### config.mk
export PLATFORM = sky130hd
export DESIGN_NAME = tmc_timers
export DESIGN_NICKNAME = d
export VERILOG_FILES = /design/src/design/tmc_timers.v
export VERILOG_INCLUDE_DIRS = /design/src /design/src/design
export SDC_FILE = /design/constraint.sdc
export NUM_CORES = 1
export LEC_CHECK = 0
export CAP_MARGIN = 20
export CORE_MARGIN = 1
export CORE_UTILIZATION = 55
export CTS_CLUSTER_SIZE = 24
export DETAILED_ROUTE_END_ITERATION = 10
export DONT_BUFFER_PORTS = 1
export PLACE_DENSITY = 0.75
export SYNTH_ARGS = -nofsm -noshare
export SYNTH_HDL_FRONTEND = slang
export SYNTH_SLANG_ARGS = --single-unit
### constraint.sdc
create_clock -name ref_clk -period 3.13 [get_ports ref_clk]
set_clock_uncertainty 0.15 [all_clocks]
set_input_delay 0.1565 -clock ref_clk [delete_from_list [all_inputs] [get_ports ref_clk]]
set_output_delay 0.1565 -clock ref_clk [all_outputs]
set_load 0.02 [all_outputs]
### src/design/tmc_regs.vh
// Register offsets, field positions and counts for the timer/counter block
`ifndef TMC_REGS_VH
`define TMC_REGS_VH
`define TMC_ADDR_TCS      8'h88
`define TMC_ADDR_TMC      8'h89
`define TMC_ADDR_T0LO     8'h8a
`define TMC_ADDR_T1LO     8'h8b
`define TMC_ADDR_T0HI     8'h8c
`define TMC_ADDR_T1HI     8'h8d
`define TMC_ADDR_T2CTL    8'hc8
`define TMC_ADDR_CRLO     8'hca
`define TMC_ADDR_CRHI     8'hcb
`define TMC_ADDR_T2LO     8'hcc
`define TMC_ADDR_T2HI     8'hcd
`define TMC_TCS_RESET     8'h00
`define TMC_TMC_RESET     8'h00
`define TMC_T2CTL_RESET   8'h00
`define TMC_CR_RESET      8'h00
`define TMC_CNT_RESET     8'h00
`define TMC_BIT_OVF1      7
`define TMC_BIT_RUN1      6
`define TMC_BIT_OVF0      5
`define TMC_BIT_RUN0      4
`define TMC_BIT_XFLAG1    3
`define TMC_BIT_XTYPE1    2
`define TMC_BIT_XFLAG0    1
`define TMC_BIT_XTYPE0    0
`define TMC_FLD_GATE      3
`define TMC_FLD_CT        2
`define TMC_FLD_MODE_HI   1
`define TMC_FLD_MODE_LO   0
`define TMC_MODE_13BIT    2'b00
`define TMC_MODE_16BIT    2'b01
`define TMC_MODE_RELOAD   2'b10
`define TMC_MODE_SPLIT    2'b11
`define TMC_BIT_PRESC     7
`define TMC_RLD_HI        4
`define TMC_RLD_LO        3
`define TMC_SEL_HI        1
`define TMC_SEL_LO        0
`define TMC_RLD_OVF       2'b10
`define TMC_RLD_EDGE      2'b11
`define TMC_SEL_STOP      2'b00
`define TMC_SEL_CLK       2'b01
`define TMC_SEL_EDGE      2'b10
`define TMC_SEL_GATED     2'b11
`define TMC_DIV_CYCLES    4'd12
`define TMC_DIV_LAST      4'd11
`define TMC_DIV_ZERO      4'd0
`endif

### src/design/tmc_timers.v
// Timer zero, one and two with their special function registers
// Summary of operation
// - Timers zero and one tick every 12 cycles.
// - Counter mode advances on external input falling edge.
// - Edge detect takes two cycles; input stable one.
// - Mode 0 is 13-bit, top three bits of the low byte held.
// - Mode 1 is a full 16-bit counter.
// - Mode 2 is 8-bit counter with auto reload.
// - Mode 3 splits timer zero; timer one holds.
// - Overflows set flags at bits 7 and 5.
// - Run bits 6 and 4 gate counting.
// - Flags clear when service routine is entered; level flags hold while pin low.
// - Type bits pick edge or level; flags set.
// - Mode register holds gate, select, mode fields.
// - Mode field selects 13, 16, reload, split.
// - Timer two ticks every 12 or 24 cycles.
// - Event mode counts cycle after sampled fall.
// - Gated mode stops while external input low.
// - Reload mode 0 loads compare value on overflow.
// - Reload mode 1 loads on trigger falling edge.
// - Trigger is low frequency clock halved internally.
// - Timer zero bytes at 0x8a and 0x8c.
// - Prescale select bit 7 picks 12 or 24.
// - Reload field 0X off, 10 overflow, 11 edge.
// - Input select stop, clock, edge, gated clock.
`include "tmc_regs.vh"
module tmc_timers (
  input  wire       ref_clk,
  input  wire       srst,
  input  wire [7:0] sfr_addr,
  input  wire [7:0] sfr_wdata,
  input  wire       sfr_wr,
  input  wire       sfr_rd,
  output reg  [7:0] sfr_rdata,
  input  wire       timer_zero_count_input,
  input  wire       timer_one_count_input,
  input  wire       timer_two_external_input,
  input  wire       ext_irq_zero_n,
  input  wire       ext_irq_one_n,
  input  wire       low_frequency_clock,
  input  wire       ack_timer_zero,
  input  wire       ack_timer_one,
  input  wire       ack_ext_irq_zero,
  input  wire       ack_ext_irq_one,
  output wire       timer_zero_overflow_flag,
  output wire       timer_one_overflow_flag,
  output wire       ext_irq_zero_flag,
  output wire       ext_irq_one_flag
);

  reg  [7:0] tcs_reg;
  reg  [7:0] tmc_reg;
  reg  [7:0] t2ctl_reg;
  reg  [7:0] cr_lo_reg;
  reg  [7:0] cr_hi_reg;
  reg  [15:0] two_cnt_reg;
  reg  [7:0] lo_reg [0:1];
  reg  [7:0] hi_reg [0:1];
  reg  [3:0] div_reg;
  reg        half_reg;
  reg  [5:0] sync1_reg;
  reg  [5:0] sync2_reg;
  reg  [5:0] prev_reg;
  reg        lf_div_reg;
  reg        lf_div_prev_reg;
  reg        two_fall_reg;
  wire       tick12;
  wire       two_tick;
  wire [5:0] fall;
  wire [1:0] low_ovf;
  wire [1:0] high_ovf;
  wire [1:0] pin_high;
  wire       split_mode;
  wire [1:0] reload_sel;
  wire [1:0] input_sel;
  wire       two_step;
  wire       two_ovf;
  wire       trig_fall;

  // Sync order: count0, count1, ext0, ext1, timer-two input, low freq clock
  wire [5:0] raw_in = {low_frequency_clock, timer_two_external_input, ext_irq_one_n,
                       ext_irq_zero_n, timer_one_count_input, timer_zero_count_input};

  // Two flops per pin, then a third stage kept only for edge detection
  always @(posedge ref_clk) begin
    if (srst) begin
      sync1_reg <= 6'h3f;
      sync2_reg <= 6'h3f;
      prev_reg  <= 6'h3f;
    end else begin
      sync1_reg <= raw_in;
      sync2_reg <= sync1_reg;
      prev_reg  <= sync2_reg;
    end
  end

  // A high-to-low change seen across two samples, so fastest rate is half the clock
  assign fall = prev_reg & ~sync2_reg;
  assign pin_high = sync2_reg[3:2];

  // Shared divide-by-12 prescaler; the half bit gives the divide-by-24 tick
  always @(posedge ref_clk) begin
    if (srst) begin
      div_reg  <= `TMC_DIV_ZERO;
      half_reg <= 1'b0;
    end else if (div_reg == `TMC_DIV_LAST) begin
      div_reg  <= `TMC_DIV_ZERO;
      half_reg <= ~half_reg;
    end else begin
      div_reg <= div_reg + 4'd1;
    end
  end

  assign tick12 = (div_reg == `TMC_DIV_LAST);
  assign split_mode = (tmc_reg[1:0] == `TMC_MODE_SPLIT);

  // Timers zero and one share one structure; index 0 is timer zero
  genvar i;
  generate
    for (i = 0; i < 2; i = i + 1) begin : g_tmr
      wire [3:0] cfg  = tmc_reg[4*i+3:4*i];
      wire [1:0] mode = cfg[`TMC_FLD_MODE_HI:`TMC_FLD_MODE_LO];
      wire       run  = tcs_reg[`TMC_BIT_RUN0 + 2*i];
      // Gate bit also needs the interrupt pin high
      wire       go   = run & (~cfg[`TMC_FLD_GATE] | pin_high[i]);
      wire       src  = cfg[`TMC_FLD_CT] ? fall[i] : tick12;
      wire       en   = go & src;
      // Timer one holds in its own split code
      wire       hold = (i == 1) && (mode == `TMC_MODE_SPLIT);
      // In split mode the high byte of timer zero borrows the timer one run bit
      wire       hi_en = (i == 0) && split_mode && tcs_reg[`TMC_BIT_RUN1] && tick12;
      wire       wr_lo = sfr_wr && (sfr_addr == ((i == 0) ? `TMC_ADDR_T0LO : `TMC_ADDR_T1LO));
      wire       wr_hi = sfr_wr && (sfr_addr == ((i == 0) ? `TMC_ADDR_T0HI : `TMC_ADDR_T1HI));
      reg        ovf_c;
      reg        hovf_c;
      reg  [7:0] lo_next;
      reg  [7:0] hi_next;

      // Next count per mode; a software write to a byte overrides counting
      always @* begin
        lo_next = lo_reg[i];
        hi_next = hi_reg[i];
        ovf_c   = 1'b0;
        hovf_c  = 1'b0;
        if (en && !hold) begin
          case (mode)
            `TMC_MODE_13BIT: begin
              // Only five low bits join the high byte
              {hi_next, lo_next[4:0]} = {hi_reg[i], lo_reg[i][4:0]} + 13'd1;
              ovf_c = (hi_reg[i] == 8'hff) && (lo_reg[i][4:0] == 5'h1f);
            end
            `TMC_MODE_16BIT: begin
              {hi_next, lo_next} = {hi_reg[i], lo_reg[i]} + 16'd1;
              ovf_c = ({hi_reg[i], lo_reg[i]} == 16'hffff);
            end
            `TMC_MODE_RELOAD: begin
              ovf_c = (lo_reg[i] == 8'hff);
              lo_next = ovf_c ? hi_reg[i] : lo_reg[i] + 8'd1;
            end
            `TMC_MODE_SPLIT: begin
              lo_next = lo_reg[i] + 8'd1;
              ovf_c = (lo_reg[i] == 8'hff);
            end
            default: begin
              lo_next = lo_reg[i];
            end
          endcase
        end
        if (hi_en) begin
          hi_next = hi_reg[i] + 8'd1;
          hovf_c  = (hi_reg[i] == 8'hff);
        end
        if (wr_lo) lo_next = sfr_wdata;
        if (wr_hi) hi_next = sfr_wdata;
      end

      always @(posedge ref_clk) begin
        if (srst) begin
          lo_reg[i] <= `TMC_CNT_RESET;
          hi_reg[i] <= `TMC_CNT_RESET;
        end else begin
          lo_reg[i] <= lo_next;
          hi_reg[i] <= hi_next;
        end
      end

      assign low_ovf[i]  = ovf_c;
      assign high_ovf[i] = hovf_c;
    end
  endgenerate

  // Flag set terms; timer one loses its flag while timer zero is split
  wire set_ovf0 = low_ovf[0];
  wire set_ovf1 = (low_ovf[1] & ~split_mode) | high_ovf[0];
  // Edge type catches falling edges; level type follows the low pin
  wire set_ext0 = tcs_reg[`TMC_BIT_XTYPE0] ? fall[2] : ~sync2_reg[2];
  wire set_ext1 = tcs_reg[`TMC_BIT_XTYPE1] ? fall[3] : ~sync2_reg[3];
  wire wr_tcs  = sfr_wr && (sfr_addr == `TMC_ADDR_TCS);
  reg  [7:0] tcs_next;

  // Software write first, then service clears, then hardware sets win last
  always @* begin
    tcs_next = wr_tcs ? sfr_wdata : tcs_reg;
    if (ack_timer_zero)   tcs_next[`TMC_BIT_OVF0] = 1'b0;
    if (ack_timer_one)    tcs_next[`TMC_BIT_OVF1] = 1'b0;
    if (ack_ext_irq_zero) tcs_next[`TMC_BIT_XFLAG0] = 1'b0;
    if (ack_ext_irq_one)  tcs_next[`TMC_BIT_XFLAG1] = 1'b0;
    if (set_ovf0) tcs_next[`TMC_BIT_OVF0] = 1'b1;
    if (set_ovf1) tcs_next[`TMC_BIT_OVF1] = 1'b1;
    if (set_ext0) tcs_next[`TMC_BIT_XFLAG0] = 1'b1;
    if (set_ext1) tcs_next[`TMC_BIT_XFLAG1] = 1'b1;
  end

  // Control registers written by the core
  always @(posedge ref_clk) begin
    if (srst) begin
      tcs_reg   <= `TMC_TCS_RESET;
      tmc_reg   <= `TMC_TMC_RESET;
      t2ctl_reg <= `TMC_T2CTL_RESET;
      cr_lo_reg <= `TMC_CR_RESET;
      cr_hi_reg <= `TMC_CR_RESET;
    end else begin
      tcs_reg <= tcs_next;
      if (sfr_wr && sfr_addr == `TMC_ADDR_TMC)   tmc_reg   <= sfr_wdata;
      if (sfr_wr && sfr_addr == `TMC_ADDR_T2CTL) t2ctl_reg <= sfr_wdata;
      if (sfr_wr && sfr_addr == `TMC_ADDR_CRLO)  cr_lo_reg <= sfr_wdata;
      if (sfr_wr && sfr_addr == `TMC_ADDR_CRHI)  cr_hi_reg <= sfr_wdata;
    end
  end

  assign timer_zero_overflow_flag = tcs_reg[`TMC_BIT_OVF0];
  assign timer_one_overflow_flag  = tcs_reg[`TMC_BIT_OVF1];
  assign ext_irq_zero_flag        = tcs_reg[`TMC_BIT_XFLAG0];
  assign ext_irq_one_flag         = tcs_reg[`TMC_BIT_XFLAG1];

  // Reload trigger: low frequency clock halved here, its falling edge reloads
  always @(posedge ref_clk) begin
    if (srst) begin
      lf_div_reg      <= 1'b0;
      lf_div_prev_reg <= 1'b0;
      two_fall_reg    <= 1'b0;
    end else begin
      if (sync2_reg[5] && !prev_reg[5]) lf_div_reg <= ~lf_div_reg;
      lf_div_prev_reg <= lf_div_reg;
      two_fall_reg    <= fall[4];
    end
  end

  assign trig_fall = lf_div_prev_reg & ~lf_div_reg;
  assign reload_sel = t2ctl_reg[`TMC_RLD_HI:`TMC_RLD_LO];
  assign input_sel  = t2ctl_reg[`TMC_SEL_HI:`TMC_SEL_LO];
  // Divide by 24 takes every other divide-by-12 tick
  assign two_tick = tick12 & (~t2ctl_reg[`TMC_BIT_PRESC] | half_reg);

  // Input select picks the timer two count source
  assign two_step = (input_sel == `TMC_SEL_CLK)   ? two_tick :
                    (input_sel == `TMC_SEL_EDGE)  ? two_fall_reg :
                    (input_sel == `TMC_SEL_GATED) ? (two_tick & sync2_reg[4]) :
                    1'b0;
  assign two_ovf = two_step && (two_cnt_reg == 16'hffff);

  // Timer two counter with reload; a byte write takes priority
  always @(posedge ref_clk) begin
    if (srst) begin
      two_cnt_reg <= {`TMC_CNT_RESET, `TMC_CNT_RESET};
    end else if (sfr_wr && sfr_addr == `TMC_ADDR_T2LO) begin
      two_cnt_reg[7:0] <= sfr_wdata;
    end else if (sfr_wr && sfr_addr == `TMC_ADDR_T2HI) begin
      two_cnt_reg[15:8] <= sfr_wdata;
    end else if ((reload_sel == `TMC_RLD_OVF && two_ovf) || (reload_sel == `TMC_RLD_EDGE && trig_fall)) begin
      two_cnt_reg <= {cr_hi_reg, cr_lo_reg};
    end else if (two_step) begin
      two_cnt_reg <= two_cnt_reg + 16'd1;
    end
  end

  // Read data is registered; unmapped addresses read as zero
  always @(posedge ref_clk) begin
    if (srst) begin
      sfr_rdata <= 8'h00;
    end else if (sfr_rd) begin
      case (sfr_addr)
        `TMC_ADDR_TCS:   sfr_rdata <= tcs_reg;
        `TMC_ADDR_TMC:   sfr_rdata <= tmc_reg;
        `TMC_ADDR_T0LO:  sfr_rdata <= lo_reg[0];
        `TMC_ADDR_T0HI:  sfr_rdata <= hi_reg[0];
        `TMC_ADDR_T1LO:  sfr_rdata <= lo_reg[1];
        `TMC_ADDR_T1HI:  sfr_rdata <= hi_reg[1];
        `TMC_ADDR_T2CTL: sfr_rdata <= t2ctl_reg;
        `TMC_ADDR_CRLO:  sfr_rdata <= cr_lo_reg;
        `TMC_ADDR_CRHI:  sfr_rdata <= cr_hi_reg;
        `TMC_ADDR_T2LO:  sfr_rdata <= two_cnt_reg[7:0];
        `TMC_ADDR_T2HI:  sfr_rdata <= two_cnt_reg[15:8];
        default:         sfr_rdata <= 8'h00;
      endcase
    end
  end

endmodule

==> metrics.csv <==
metric,value,unit
status,"complete, no violations",
r2r_slack,0.37,ns
ys_seq_area_frac,0.331,
areaGrowthSynthToFinish,11.9,%
fp.dieArea,0.0139,mm2
clock_path_buffers,2,
num-nets-final,917,
fillers,1111,
die_x,118,um
drv_slew,0,
crit_fanout,11,
async_flop_share,0,
final_hold_viol_count,0,
synth.cell_area,0.00737,mm2
power_leakage,0.00294,uW
clockRootBuffer,clkbuf_16,
ys_ff_latch,122,
ff2ff_path_depth,6,
detail_route.vias_per_cell,7.02,
first_pass_iters,5,
setup_viol,0,
track_usage,0.386,
insertion_delay,0.43,ns
maxSlewHeadroom,0.245,
numCtsBuffers,17,
cts_resized,0,
hold_path_depth,3,
gp_congestion,0.937,
core_area,0.0128,mm2
detail-route-antenna-nets,0,
hold_end,sfr_rdata[2]$_SDFFE_PP0P_,
synth_area_leaders,"dfxtp_1 (33%), nor2_1 (4.6%), mux2i_1 (4.5%)",
cts_setup_buffers,0,
ctsHtreeMaxLevel,4,
required,3.31,ns
cts_tree,yes,
drtIter0Drc,1210,
grt_pass1_wl,40700,um
syn-num-nets,919,
io_pins,42,
critPathLaunchType,register,
cp_slowest_stage_delay,0.58,ns
post-route-period-util,0.883,
reg2reg_to,two_cnt_reg[6]$_SDFFE_PP0P_,
path_buf_inv,0,
tightest_slew,1.13,ns
start_util,0.575,
r2r_start,div_reg[0]$_SDFF_PP0_,
min_from,sfr_addr[6],
seq_area,0.00244,mm2
fin_setup_tns,0,ns
grt_pass1_vias,7013,
overflow,0,
yosys.area.top_type,dfxtp_1,
hold_ws,0.0418,ns
cts.hold.buffers_added,28,
ir_drop,0.415,mV
rows,41,
clk_pin_slew_worst_paths,0.06,ns
yosys_most_used_dff,dfxtp_1,
io_buffers,0,
grt_max_degree,105,
cts.sinks,122,
period_minus_slack,2.76,ns
hp-class,primary input to register,
cap_violations,0,
crit_path_cell_trace,ha_1 > nand3b_1 > o41a_1 > nor3_4 > o211ai_1 > a311oi_1,
synth_warnings,0,
netlist_instances,874,
num_vias,7437,
path_class,register to register,
synth_cell_types,93,
multi_input_area,0.00455,mm2
fmax,0.362,GHz
hpwl,17400,um
cp_slowest_cell,nor3_4,
synth_edf_count,0,
die_h,118,um
synth.top_cell.area_share,0.331,
syn_area_per_cell,8.44,um2
wl,26200,um
cp-end-kind,register,
drc,0,
drive_above_1_share,0.107,
arrival,2.94,ns
antenna_found_initial,3,
critPathTopFamily,compound AO/OA/AOI/OAI gates,
wire_per_inst,24.8,um
rsz0062_at_grt,false,
power_density,454,mW/mm2
[cell families (layout without fill, tap and decap cells)]
group	Yosys count	after routing	share of synthesized area
DFF	122	122	0.331
adders and majority gates	15	15	0.0254
and+or+nand+nor	346	346	0.259
other	0	2	0
buffers and inverters	82	93	0.0523
muxes	42	42	0.0585
AOI/OAI and AO/OA	234	234	0.235
xor gates and xnor gates	33	33	0.0392
[metrics by stage]
step / util / area [um2] / worst slack, ns / power (uW) / std cells
6_report: 0.643 / 8250 / 0.368 / 3750 / 1059
5_1_grt: 0.643 / 8250 / 0.227 / 3850 / 1059
3_3_place_gp: 0.573 / 7350 / 0.621 / 1710 / 997
3_5_place_dp: 0.573 / 7350 / 0.483 / 1710 / 997
4_1_cts: 0.643 / 8250 / 0.472 / 3760 / 1057
2_1_floorplan: - / 7370 / 0.916 / 1730 / 874
[cell usage in the layout, fill, tap and decap left out, types with 21 or more instances in the layout]
cell | synthesis | routed
dfxtp_1 | 122 | 122
nor2_1 | 90 | 90
nand2_1 | 59 | 59
nand3_1 | 43 | 43
a21oi_1 | 41 | 41
mux2i_1 | 33 | 33
inv_1 | 27 | 27
dlygate4sd3_1 | 0 | 27
xnor2_1 | 23 | 23
nor3_1 | 23 | 23
o21ai_0 | 21 | 21
or2_2 | 21 | 21
[synthesized netlist by cell type, drive strengths merged (5+ instances only)]
library cell  number
dfxtp            122
nor2              91
nand2             59
nand3             49
a21oi             44
clkbuf            33
mux2i             33
inv               27
nor3              25
o21ai             25
xnor2             23
or2               22
buf               21
a211oi            19
a221oi            18
and3              16
ha                15
nand4             14
nor2b             13
o211ai            13
o31ai             12
a31oi             11
a22oi             10
a311oi            10
xor2              10
mux2               9
nor4               9
a32oi              8
o32ai              8
o22ai              7
or4                7
a22o               5
nand2b             5
[how the worst max path moves through the flow]
stage / from / end / slack (ns) / cells past startpoint
2_1_floorplan: two_cnt_reg[0]$_SDFFE_PP0P_ / two_cnt_reg[15]$_SDFFE_PP0P_ / 0.92 / 7
3_3_place_gp: div_reg[0]$_SDFF_PP0_ / two_cnt_reg[6]$_SDFFE_PP0P_ / 0.62 / 6
3_5_place_dp: div_reg[0]$_SDFF_PP0_ / two_cnt_reg[6]$_SDFFE_PP0P_ / 0.48 / 6
4_1_cts: div_reg[0]$_SDFF_PP0_ / two_cnt_reg[6]$_SDFFE_PP0P_ / 0.47 / 6
5_1_grt: div_reg[0]$_SDFF_PP0_ / hi_reg[1][7]$_SDFFE_PP0P_ / 0.23 / 6
6_report: div_reg[0]$_SDFF_PP0_ / two_cnt_reg[6]$_SDFFE_PP0P_ / 0.37 / 6
[worst min-delay path: cells and delay by family]
kind               cells  cell delay (ns)
AOI/OAI and AO/OA      3             0.43
[layer usage]
layer / global-route usage / vias to the layer above / share of wire
met5: 0 / - / 0
met4: 0.209 / 0 / 0.046
met3: 0.138 / 110 / 0.14
met2: 0.545 / 540 / 0.42
met1: 0.511 / 3478 / 0.40
li1: - / 3309 / -
[final cells by class]
class	instances	share of cell area
diodes	2	0.000607
inverters	27	0.0123
clock buffers	20	0.0553
multi-input cells	670	0.551
well taps	172	0.0261
repair buffers	34	0.0415
clock inverters	12	0.0171
flip-flops and latches	122	0.296
[power breakdown]
group          switching (uW)  leakage, uW  internal (uW)
registers                13.6     0.000987           1570
clock network             752     0.000292           1220
logic                     125      0.00166           65.2
(Power assumes the default switching activity.)
